[src/hdl/spl_pkg.sv]
// Package: constants, types and image layout for the serial preload loader
//
// Function
// - Header bits 7:6 must be 10b, else abort
// - Bytes 04h-06h, 0Bh-0Ch load primary class, grant, latency
// - Bytes 07h-0Ah load subsystem vendor and subsystem IDs
// - Bytes 0Dh-11h load secondary class, grant, latency
// - Bytes 12h-15h load downstream memory window 0
// - Bytes 16h-19h load downstream window 1, skip 5:4
// - Bytes 1Ah-1Dh load downstream memory window 2
// - Bytes 1Eh-21h load window 3 lower half
// - Bytes 22h-25h load window 3 upper half
// - Byte 26h loads expansion ROM enable and size
// - Byte 27h loads expansion ROM bits 23:16
// - Bytes 28h-2Ah load upstream window 0 bits 23:0, skip 5:4
// - Status bit shows preload was carried out
package spl_pkg;

   // Image layout
   localparam logic [7:0]  HDR_OFS   = 8'h00;
   localparam logic [1:0]  HDR_KEY   = 2'h2;
   localparam int unsigned HDR_HI    = 7;
   localparam int unsigned HDR_LO    = 6;
   localparam logic [7:0]  LAST_OFS  = 8'h2a;
   localparam logic [7:0]  EXP_OFS_A = 8'h26;
   localparam logic [7:0]  EXP_OFS_B = 8'h27;
   localparam int unsigned EXP_EN    = 24;
   localparam logic [31:0] EXP_RST   = 32'h00000000;

   // Byte-aligned windows: base offset, loaded-bit mask, reset value
   localparam int unsigned NWIN = 11;
   localparam logic [7:0] WIN_BASE [NWIN] = '{
      8'h04, 8'h07, 8'h0b, 8'h0d, 8'h10, 8'h12,
      8'h16, 8'h1a, 8'h1e, 8'h22, 8'h28};
   // Masked-out bits never load, so stray ones in the image are harmless
   localparam logic [31:0] WIN_MASK [NWIN] = '{
      32'h00ffffff, 32'hffffffff, 32'h0000ffff, 32'h00ffffff,
      32'h0000ffff, 32'hfffff00e, 32'hffffffcf, 32'hfffff00e,
      32'hfffff00e, 32'hffffffff, 32'h00ffffcf};
   localparam logic [31:0] WIN_RST [NWIN] = '{default: 32'h00000000};

   // APB register map
   localparam logic [11:0] ADDR_CTRL = 12'h000;
   localparam logic [11:0] ADDR_STAT = 12'h004;
   localparam logic [11:0] ADDR_WIN0 = 12'h008;
   localparam logic [11:0] ADDR_EXP  = 12'h034;
   localparam int unsigned CTRL_RESTART = 0;
   localparam int unsigned CTRL_HOLD    = 1;
   localparam logic        HOLD_RST     = 1'b0;
   localparam int unsigned STAT_DONE = 0;
   localparam int unsigned STAT_BUSY = 1;
   localparam int unsigned STAT_BAD  = 2;
   localparam int unsigned STAT_OFS  = 8;

   typedef enum logic [1:0] {
      SPL_HDR, SPL_LOAD, SPL_DONE, SPL_FAIL
   } spl_state_t;

   typedef struct packed {
      logic       valid;
      logic [7:0] data;
   } spl_rom_t;

   typedef struct packed {
      logic [7:0]  pri_progif;
      logic [7:0]  pri_subclass;
      logic [7:0]  pri_class;
      logic [15:0] subsys_vid;
      logic [15:0] subsys_id;
      logic [7:0]  pri_min_gnt;
      logic [7:0]  pri_max_lat;
      logic [7:0]  sec_progif;
      logic [7:0]  sec_subclass;
      logic [7:0]  sec_class;
      logic [7:0]  sec_min_gnt;
      logic [7:0]  sec_max_lat;
      logic [31:0] ds_mem0;
      logic [31:0] ds_io1;
      logic [31:0] ds_mem2;
      logic [31:0] ds_mem3_lo;
      logic [31:0] ds_mem3_hi;
      logic [31:0] exp_rom;
      logic [31:0] us_io0;
   } spl_cfg_t;

endpackage : spl_pkg

[src/hdl/spl_win_load.sv]
// Module: one 32-bit field loaded byte by byte from the image stream
`timescale 1ns/1ns
`default_nettype none
module spl_win_load #(
   parameter logic [7:0]  BASE = 8'h00,
   parameter logic [31:0] MASK = 32'hffffffff,
   parameter logic [31:0] RST  = 32'h00000000
) (
   input  wire logic        pclk,
   input  wire logic        presetn,
   input  wire logic        ce,
   input  wire logic        clr,
   input  wire logic        take,
   input  wire logic [7:0]  ofs,
   input  wire logic [7:0]  data,
   output logic      [31:0] q_q
);

   logic [7:0]  diff;
   logic        hit;
   logic [31:0] lane_m;

   always_comb begin
      diff   = ofs - BASE;
      hit    = take && (diff < 8'h04);
      // Lane mask keeps unloaded bits at their reset value
      lane_m = MASK & (32'h000000ff << {diff[1:0], 3'h0});
   end

   always_ff @(posedge pclk or negedge presetn) begin
      if (!presetn) begin
         q_q <= RST;
      end else if (ce) begin
         if (clr) begin
            q_q <= RST;
         end else if (hit) begin
            q_q <= (q_q & ~lane_m) | ({4{data}} & lane_m);
         end
      end
   end

endmodule : spl_win_load
`default_nettype wire

[src/hdl/spl_preload_top.sv]
// Module: serial ROM preload loader with APB status and field readback
//
// Register access over APB and the register addresses are this design's own decisions.
`timescale 1ns/1ns
`default_nettype none
module spl_preload_top #(
   parameter int unsigned ADDR_W = 12
) (
   input  wire logic              pclk,
   input  wire logic              presetn,
   input  wire logic              ce,
   input  wire logic              psel,
   input  wire logic              penable,
   input  wire logic              pwrite,
   input  wire logic [ADDR_W-1:0] paddr,
   input  wire logic [31:0]       pwdata,
   input  wire logic [3:0]        pstrb,
   output logic      [31:0]       prdata,
   output logic                   pready,
   output logic                   pslverr,
   input  wire spl_pkg::spl_rom_t rom_in,
   output logic                   rom_rd_ready,
   output logic      [7:0]        rom_offset,
   output logic                   rom_stop,
   output spl_pkg::spl_cfg_t      cfg,
   output logic                   preload_valid
);

   spl_pkg::spl_state_t state_q;
   logic [7:0]          ofs_q;
   logic                done_q;
   logic                bad_q;
   logic                hold_q;
   logic [31:0]         exp_q;
   logic [31:0]         win_q [spl_pkg::NWIN];
   logic                take;
   logic                load_take;
   logic                restart;
   logic                acc_done;
   logic                primed_q;
   logic [31:0]         prdata_q;
   logic                err_q;
   logic [31:0]         rd_mux;
   logic                rd_hit;
   logic                wr_ok;
   logic [11:0]         addr;

   assign addr = 12'(paddr);

   // ROM byte stream handshake
   always_comb begin
      rom_rd_ready = ((state_q == spl_pkg::SPL_HDR) ||
                      (state_q == spl_pkg::SPL_LOAD)) && !hold_q;
      take         = ce && rom_in.valid && rom_rd_ready;
      load_take    = take && (state_q == spl_pkg::SPL_LOAD);
   end

   // Terminated on a bad header and once our last byte is in
   assign rom_stop      = (state_q == spl_pkg::SPL_DONE) ||
                          (state_q == spl_pkg::SPL_FAIL);
   assign rom_offset    = ofs_q;
   assign preload_valid = done_q;

   // Sequencer
   always_ff @(posedge pclk or negedge presetn) begin
      if (!presetn) begin
         state_q <= spl_pkg::SPL_HDR;
         ofs_q   <= spl_pkg::HDR_OFS;
      end else if (ce) begin
         if (restart) begin
            state_q <= spl_pkg::SPL_HDR;
            ofs_q   <= spl_pkg::HDR_OFS;
         end else if (take) begin
            unique case (state_q)
               spl_pkg::SPL_HDR: begin
                  // Reserved low bits are not checked, only the key
                  if (rom_in.data[spl_pkg::HDR_HI:spl_pkg::HDR_LO] ==
                      spl_pkg::HDR_KEY) begin
                     state_q <= spl_pkg::SPL_LOAD;
                     ofs_q   <= ofs_q + 8'h01;
                  end else begin
                     state_q <= spl_pkg::SPL_FAIL;
                  end
               end
               spl_pkg::SPL_LOAD: begin
                  if (ofs_q == spl_pkg::LAST_OFS) begin
                     state_q <= spl_pkg::SPL_DONE;
                  end else begin
                     ofs_q <= ofs_q + 8'h01;
                  end
               end
               spl_pkg::SPL_DONE: begin
               end
               spl_pkg::SPL_FAIL: begin
               end
            endcase
         end
      end
   end

   // Outcome flags
   always_ff @(posedge pclk or negedge presetn) begin
      if (!presetn) begin
         done_q <= 1'b0;
         bad_q  <= 1'b0;
      end else if (ce) begin
         if (restart) begin
            done_q <= 1'b0;
            bad_q  <= 1'b0;
         end else if (load_take && ofs_q == spl_pkg::LAST_OFS) begin
            done_q <= 1'b1;
         end else if (take && state_q == spl_pkg::SPL_HDR &&
                      rom_in.data[spl_pkg::HDR_HI:spl_pkg::HDR_LO] !=
                      spl_pkg::HDR_KEY) begin
            bad_q <= 1'b1;
         end
      end
   end

   // Byte-aligned fields; a failed header never reaches load_take
   for (genvar i = 0; i < spl_pkg::NWIN; i++) begin : g_win
      spl_win_load #(
         .BASE (spl_pkg::WIN_BASE[i]),
         .MASK (spl_pkg::WIN_MASK[i]),
         .RST  (spl_pkg::WIN_RST[i])
      ) u_win (
         .pclk    (pclk),
         .presetn (presetn),
         .ce      (ce),
         .clr     (restart),
         .take    (load_take),
         .ofs     (ofs_q),
         .data    (rom_in.data),
         .q_q     (win_q[i])
      );
   end

   // Expansion ROM setup has a scattered bit layout
   always_ff @(posedge pclk or negedge presetn) begin
      if (!presetn) begin
         exp_q <= spl_pkg::EXP_RST;
      end else if (ce) begin
         if (restart) begin
            exp_q <= spl_pkg::EXP_RST;
         end else if (load_take && ofs_q == spl_pkg::EXP_OFS_A) begin
            exp_q[spl_pkg::EXP_EN] <= rom_in.data[0];
            exp_q[15:12]           <= rom_in.data[7:4];
         end else if (load_take && ofs_q == spl_pkg::EXP_OFS_B) begin
            exp_q[23:16] <= rom_in.data;
         end
      end
   end

   // Field map to the bridge configuration space
   always_comb begin
      cfg.pri_progif   = win_q[0][7:0];
      cfg.pri_subclass = win_q[0][15:8];
      cfg.pri_class    = win_q[0][23:16];
      cfg.subsys_vid   = win_q[1][15:0];
      cfg.subsys_id    = win_q[1][31:16];
      cfg.pri_min_gnt  = win_q[2][7:0];
      cfg.pri_max_lat  = win_q[2][15:8];
      cfg.sec_progif   = win_q[3][7:0];
      cfg.sec_subclass = win_q[3][15:8];
      cfg.sec_class    = win_q[3][23:16];
      cfg.sec_min_gnt  = win_q[4][7:0];
      cfg.sec_max_lat  = win_q[4][15:8];
      cfg.ds_mem0      = win_q[5];
      cfg.ds_io1       = win_q[6];
      cfg.ds_mem2      = win_q[7];
      cfg.ds_mem3_lo   = win_q[8];
      cfg.ds_mem3_hi   = win_q[9];
      cfg.exp_rom      = exp_q;
      cfg.us_io0       = win_q[10];
   end

   // APB slave: read data is captured one cycle early so it comes
   // from a flop; primed_q stops a completion on stale data
   assign acc_done = psel && penable && pready;
   assign pready   = ce && primed_q;
   assign prdata   = prdata_q;
   assign pslverr  = err_q && pready;
   assign wr_ok    = acc_done && pwrite && !err_q;
   assign restart  = wr_ok && addr == spl_pkg::ADDR_CTRL && pstrb[0] &&
                     pwdata[spl_pkg::CTRL_RESTART];

   always_comb begin
      rd_mux = 32'h00000000;
      rd_hit = 1'b0;
      if (addr == spl_pkg::ADDR_CTRL) begin
         rd_hit = 1'b1;
         rd_mux[spl_pkg::CTRL_HOLD] = hold_q;
      end else if (addr == spl_pkg::ADDR_STAT) begin
         rd_hit = 1'b1;
         rd_mux[spl_pkg::STAT_DONE] = done_q;
         rd_mux[spl_pkg::STAT_BUSY] = rom_rd_ready || hold_q;
         rd_mux[spl_pkg::STAT_BAD]  = bad_q;
         rd_mux[spl_pkg::STAT_OFS +: 8] = ofs_q;
      end else if (addr == spl_pkg::ADDR_EXP) begin
         rd_hit = 1'b1;
         rd_mux = exp_q;
      end else begin
         for (int i = 0; i < spl_pkg::NWIN; i++) begin
            if (addr == spl_pkg::ADDR_WIN0 + 12'(4 * i)) begin
               rd_hit = 1'b1;
               rd_mux = win_q[i];
            end
         end
      end
   end

   always_ff @(posedge pclk or negedge presetn) begin
      if (!presetn) begin
         primed_q <= 1'b0;
         prdata_q <= 32'h00000000;
         err_q    <= 1'b0;
      end else if (ce) begin
         if (acc_done) begin
            primed_q <= 1'b0;
         end else if (psel) begin
            primed_q <= 1'b1;
            prdata_q <= pwrite ? 32'h00000000 : rd_mux;
            // Only the control word takes writes
            err_q    <= !rd_hit ||
                        (pwrite && addr != spl_pkg::ADDR_CTRL);
         end
      end
   end

   // Hold pauses the ROM stream without losing position
   always_ff @(posedge pclk or negedge presetn) begin
      if (!presetn) begin
         hold_q <= spl_pkg::HOLD_RST;
      end else if (ce) begin
         if (wr_ok && addr == spl_pkg::ADDR_CTRL && pstrb[0]) begin
            hold_q <= pwdata[spl_pkg::CTRL_HOLD];
         end
      end
   end

endmodule : spl_preload_top
`default_nettype wire

[config.mk]
export PLATFORM = sky130hd
export DESIGN_NAME = spl_preload_top
export DESIGN_NICKNAME = d
export VERILOG_FILES = /design/src/hdl/spl_pkg.sv /design/src/hdl/spl_win_load.sv /design/src/hdl/spl_preload_top.sv
export SDC_FILE = /design/constraint.sdc
export NUM_CORES = 1
export LEC_CHECK = 0
export BUFFER_PORTS_ARGS = -buffer_cell sky130_fd_sc_hd__buf_2
export CORE_MARGIN = 5
export CORE_UTILIZATION = 48
export DETAILED_ROUTE_END_ITERATION = 16
export PLACE_DENSITY_LB_ADDON = 0.15
export SLEW_MARGIN = 0
export SYNTH_ARGS = -nofsm -noshare
export SYNTH_HDL_FRONTEND = slang
export SYNTH_SLANG_ARGS = --single-unit
[constraint.sdc]
create_clock -name pclk -period 2.7 [get_ports pclk]
set_input_delay 0.135 -clock pclk [delete_from_list [all_inputs] [get_ports pclk]]
set_output_delay 0.135 -clock pclk [all_outputs]
set_load 0.01 [all_outputs]
==> flow_summary.yaml, run 1 <==
run_status:
  status: "completed"
placement:
  dpl.hpwl_um: 54000
  gp_congestion: 0.996
  io_buffers: 352
  dp_cells: 2629
global_routing:
  grt_overflow_total: 0
  grt_start_max_net_pins: 84
  antenna_found_initial: 1
  grt_pass1_vias: 16300
  grtUsageTotal_pct: 34.9
  grt_pass1_wl_um: 109000
sta:
  post-route-min-period_ps: 2580
  fin_crit_sh_pct: 95.6
  maxSlewViolCount: 0
  tightest_slew_ps: 1170
  fin_worst_skew_ps: 13.5
  setup_violations: 0
  fmax_mhz: 388
  max_slew_margin_pct: 22.1
  fin_tns_setup_ps: 0
  rsz0062_at_grt: "yes"
  finalHoldViolations: 0
floorplanning:
  fp.dieH_um: 202
  io_pins: 444
  core_mm2: 0.0365
  fp-row-count: 70
  initial_core_util_pct: 48.5
  die_area_mm2: 0.0409
  die_w_um: 202
final_layout:
  nNetsFinal: 2286
  layout_common_cells: "buf_2 (350), dfrtp_1 (325), nor2_1 (302)"
  final_common_cell: "buf_2"
  syn_to_final_growth_pct: 23.0
  antenna_cells: 0
  final_cells: 2699
  drive_above_1_share_pct: 27.6
routing:
  vias: 16600
  via_per_inst: 6.13
  ant_nets: 0
  drtIter0Drc: 1889
  wirelength_um: 74000
  remaining_drc_errors: 0
  dr.pass1.iters: 7
  routedWlPerCell_um: 27.4
synth:
  synth-xor-area-share_pct: 0.593
  synth-main-ff-cell: "dfrtp_1"
  async_flop_share_pct: 100
  synth-edff-count: 0
  seq_area_frac_synth_pct: 45.9
  synth_top_family_by_area: "multiplexers"
  synth_mux_area_share_pct: 16.7
  yosys_warnings: 0
  yosys.area_share.simple_pct: 15.7
  ys_types: 84
  avgSynthCellArea_um2: 9.69
  synthesis.instances: 1828
  yosys.area_share.adder_pct: 1.20
  netlist_area_mm2: 0.0177
  synth_seq_cells: 325
  synth-compound-area-share_pct: 13.6
clock_network:
  numCtsBuffers: 37
  clk_pin_slew_ps: 60
  worstSkewPairLatency_ps: 540
  cts_buffer_depth: 3
  cts_tree: "done"
  cts-root-buf: "clkbuf_16"
  cts_max_level: 2
  clkSinkCount: 325
run:
  drv_cap: 0
critical_path:
  critPathCaptureType: "register"
  ff2ff_setup_slack_ps: 120
  r2r-end: "g_win[6].u_win.q_q[16]"
  crit_required_ps: 3120
  r2r-start: "rom_offset[1]"
  cp.arrival_ps: 3000
  critPathKind: "reg -> reg"
  r2r_cells: 8
  endpoint: "g_win[6].u_win.q_q[16]"
  worstPathMaxFanout: 8
  start_kind: "register"
  cp-startpoint: "rom_offset[1]"
power_and_ir_drop:
  p_per_area_mw_per_mm2: 846
  p_leak_nw: 12.4
  irDropWorstVdd_mv: 0.540
worst_hold_path:
  min_path_type: "in -> reg"
## power by group
group	leakage (nW)	internal [mW]	switching [mW]
clock network	0.641	3.34	2.09
logic	7.33	2.25	3.64
registers	4.47	5.93	1.19
total	12.4	11.5	6.92
## how the worst min path moves through the flow
stage / start / endpoint / slack, ps / cells after the start
4_1_cts: ce / primed_q / 20 / 4
3_5_place_dp: presetn / rom_offset[6] / 190 / 1
2_1_floorplan: presetn / bad_q / -160 / 0
5_1_grt: ce / primed_q / 50 / 4
6_report: ce / primed_q / 40 / 4
3_3_place_gp: presetn / rom_offset[6] / 200 / 1
## sequential cells by signal, indices dropped and copies added (netlist names)
signal,count
bad_q,1
err_q,1
exp_q,13
g_win.u_win.q_q,265
hold_q,1
prdata,32
preload_valid,1
primed_q,1
rom_offset,8
state_q,2
## area by class of cell
class	instances	area (um2)
inverter	12	48.8
fill	3273	14700
tap	468	586
multi-input combinational	1342	8750
sequential	325	8130
timing repair buffer	488	2970
clock inverter	13	226
clock buffer	51	1070
## through the flow
stage	util (%)	total power [mW]	setup WS [ps]	cell area, um2	hold slack, ps
after floorplan	-	9.99	125	17900	-161
after global placement	55.8	12.8	-52.6	20400	200
after detailed placement	55.8	12.9	-73.0	20400	191
after CTS	59.5	18.4	73.1	21700	18.8
after global routing	59.7	19.3	-2.03	21800	45.2
final	59.7	18.4	120	21800	40.3
## repair_timing
action,in CTS,in global routing
hold buffers,4,0
gates cloned,0,0
gates resized for setup,2,13
hold endpoints to repair,79,0
endpoints found under the setup margin,26,69
setup buffers,0,2
## critical path: stages, from the launching register on
cell and delay [ps]:
dfrtp_1 410, inv_1 180, ha_2 320, nand3b_1 260, a2111oi_4 410, buf_4 250, nand3_2 300, mux2i_1 270
nor2_1 70
## metal layers
| metal | track usage [%] | wire [um] | up-vias |
|---|---|---|---|
| met3 | 9.29 | 7850 | 153 |
| met1 | 47.8 | 29900 | 8307 |
| met5 | 0 | 0 | - |
| met2 | 54.3 | 33300 | 983 |
| met4 | 11.8 | 2910 | 0 |
| li1 | - | - | 7112 |
## cell families after synthesis
group	after synthesis
buffers and inverters	218
multiplexers	293
flip-flops	325
AND/OR/NAND/NOR	604
adder cells (fa/ha/maj)	17
other	1
AO/OA/AOI/OAI	358
XOR/XNOR	12
## cell usage after synthesis, drive strengths merged, types with 17 or more instances
cell type	number	area share, %
a21oi	87	2.5
a22oi	23	0.97
buf	120	4.2
clkbuf	86	1.8
dfrtp	325	46
ha	17	1.2
mux2	18	1.1
mux2i	275	16
nand2	137	3.0
nand3	49	1.5
nor2	302	6.4
nor2b	17	0.60
o21ai	82	2.3
o22ai	37	1.3
Power figures use the tool's default switching activity.
==> inputs of run 2 (changes only) <==
==> constraint.sdc (replaced) <==
create_clock -name pclk -period 2.41 [get_ports pclk]
set_input_delay 0.1205 -clock pclk [delete_from_list [all_inputs] [get_ports pclk]]
set_output_delay 0.1205 -clock pclk [all_outputs]
set_load 0.01 [all_outputs]
==> run 2 against run 1 <==
  * Maximum frequency grew 8.1%
  * Register-to-register slack lost 96 ps
  * Global-route usage grew 0.91 points
  * Hold slack gained 51 ps
  * Non-clock buffer count grew 82
  * Clock skew is essentially flat
  * Die area is the same
  * Sequential share of layout area shrank 1.4 points
  * Combinational power grew 21%
  * Count of clock-buffer cells in the layout grew 6
  * Critical path type unchanged
  * Largest cell class unchanged
==> flow_summary.yaml, run 2 (synthesized netlist as in run 1, its figures left out) <==
final_layout:
  seqCellArea_mm2: 0.00814
  syn_to_final_growth_pct: 27.9
  final_common_cell: "buf_2"
  antenna_cells: 0
  regMostFlops: "g_win.u_win.q_q"
  nFillCells: 3155
  nNetsFinal: 2368
  layout_common_cells: "buf_2 (350), dfrtp_1 (322), nor2_1 (302)"
  multi_input_area_mm2: 0.00889
  largest_reg_flops: 265
  drive_above_1_share_pct: 31.2
run_status:
  status: "completed"
sta:
  post-route-min-period_ps: 2390
  whs_ps: 91.3
  fin_worst_skew_ps: 13.0
  tightest_slew_ps: 761
  max_slew_margin_pct: 48.9
  maxSlewViolCount: 0
  setup_violations: 0
  fin_tns_setup_ps: 0
  finalHoldViolations: 0
  fin_crit_sh_pct: 99.0
  rsz0062_at_grt: "yes"
  fmax_mhz: 419
worst_hold_path:
  hold_path_depth: 3
  min_path_type: "in -> reg"
clock_network:
  cts_max_level: 2
  cts_buffer_depth: 3
  numCtsBuffers: 37
  worstSkewPairLatency_ps: 540
  clkSinkCount: 325
  cts-root-buf: "clkbuf_16"
  clk_pin_slew_ps: 60
  cts_tree: "done"
global_routing:
  grtUsageTotal_pct: 35.8
  grt_pass1_vias: 16500
  grt_start_max_net_pins: 76
  grt_pass1_wl_um: 112000
  antenna_found_initial: 1
  grt_overflow_total: 0
placement:
  io_buffers: 352
  gp_congestion: 0.982
  dpl.hpwl_um: 56800
floorplanning:
  fp-row-count: 70
  initial_core_util_pct: 48.5
  die_area_mm2: 0.0409
  core_mm2: 0.0365
  die_w_um: 202
  fp.dieH_um: 202
  io_pins: 444
critical_path:
  critPathKind: "reg -> reg"
  start_kind: "register"
  r2r_cells: 9
  crit_required_ps: 2830
  critPathCaptureType: "register"
  ff2ff_setup_slack_ps: 20
  cp.arrival_ps: 2800
  worstPathMaxFanout: 8
routing:
  remaining_drc_errors: 0
  drtIter0Drc: 1774
  vias: 16800
  dr.pass1.iters: 6
  routedWlPerCell_um: 27.3
  via_per_inst: 6.05
  wirelength_um: 76000
  ant_nets: 0
power_and_ir_drop:
  power_mw: 20.9
  p_leak_nw: 12.9
  irDropWorstVdd_mv: 0.568
  p_per_area_mw_per_mm2: 921
run:
  drv_cap: 0
==> run 2: changes by cell type in the layout (fill, tap and decap cells not counted), sizes merged <==
cell and delta:
buf +81, clkbuf +6, bufinv -5, clkinv -3, clkinvlp +2, inv +2
dlygate4sd3 +1
==> run 2: final cells by class <==
type	count	area share (%)
clock buffers	57	4.99
clock inverters	9	0.364
inverters	12	0.215
multi-input cells	1342	39.2
flip-flops and latches	325	35.9
well taps	468	2.58
repair buffers	570	16.7
==> run 2: final timing paths <==
| kind | from | end |
|---|---|---|
| max reg2reg | rom_offset[1] | g_win[3].u_win.q_q[10] |
| min in group asynchronous | presetn | g_win[9].u_win.q_q[14] |
| min | rom_in[4] | g_win[6].u_win.q_q[28] |
| max in group asynchronous | presetn | g_win[2].u_win.q_q[12] |
| min reg2reg | prdata[12] | prdata[12] |
| max | rom_offset[1] | g_win[3].u_win.q_q[10] |
==> run 2: routing by layer <==
metal | part of all wire [%] | routed length (um) | GRT usage, % | up-vias
met1 | 42 | 31600 | 50.0 | 8420
met2 | 45 | 34300 | 55.7 | 953
li1 | - | - | - | 7301
met3 | 9.6 | 7300 | 7.75 | 157
met5 | 0.017 | 13 | 0 | -
met4 | 3.7 | 2800 | 12.6 | 2
==> run 2: timing repair <==
item,4_1_cts,5_1_grt
setup buffers,3,5
endpoints found under the hold margin,68,0
resized for setup,23,23
hold buffers,5,0
pin swaps,4,17
setup endpoints to repair,80,180
==> run 2: critical path: stages, from the launching register on <==
cell	delay, ps
dfrtp_2	400
inv_2	70
buf_4	150
ha_2	180
a211o_1	260
a2111oi_4	490
o21a_2	280
buf_12	160
mux2i_1	210
nor2_1	60
==> run 2: power breakdown <==
group,switching (mW),leakage [nW],internal [mW]
Combinational,4.25,7.84,2.87
Sequential,1.38,4.47,6.65
Clock,2.38,0.597,3.34
==> run 2: metrics by stage <==
step | instances | utilization (%) | worst slack, ps | instance area, um2
floorplan | 1885 | - | -33.7 | 18000
finish | 2783 | 62.0 | 23.8 | 22700
global placement | 2707 | 58.1 | -439 | 21200
global route | 2783 | 62.0 | -69.0 | 22700
CTS | 2779 | 61.7 | -18.0 | 22500
detailed placement | 2707 | 58.1 | -476 | 21200
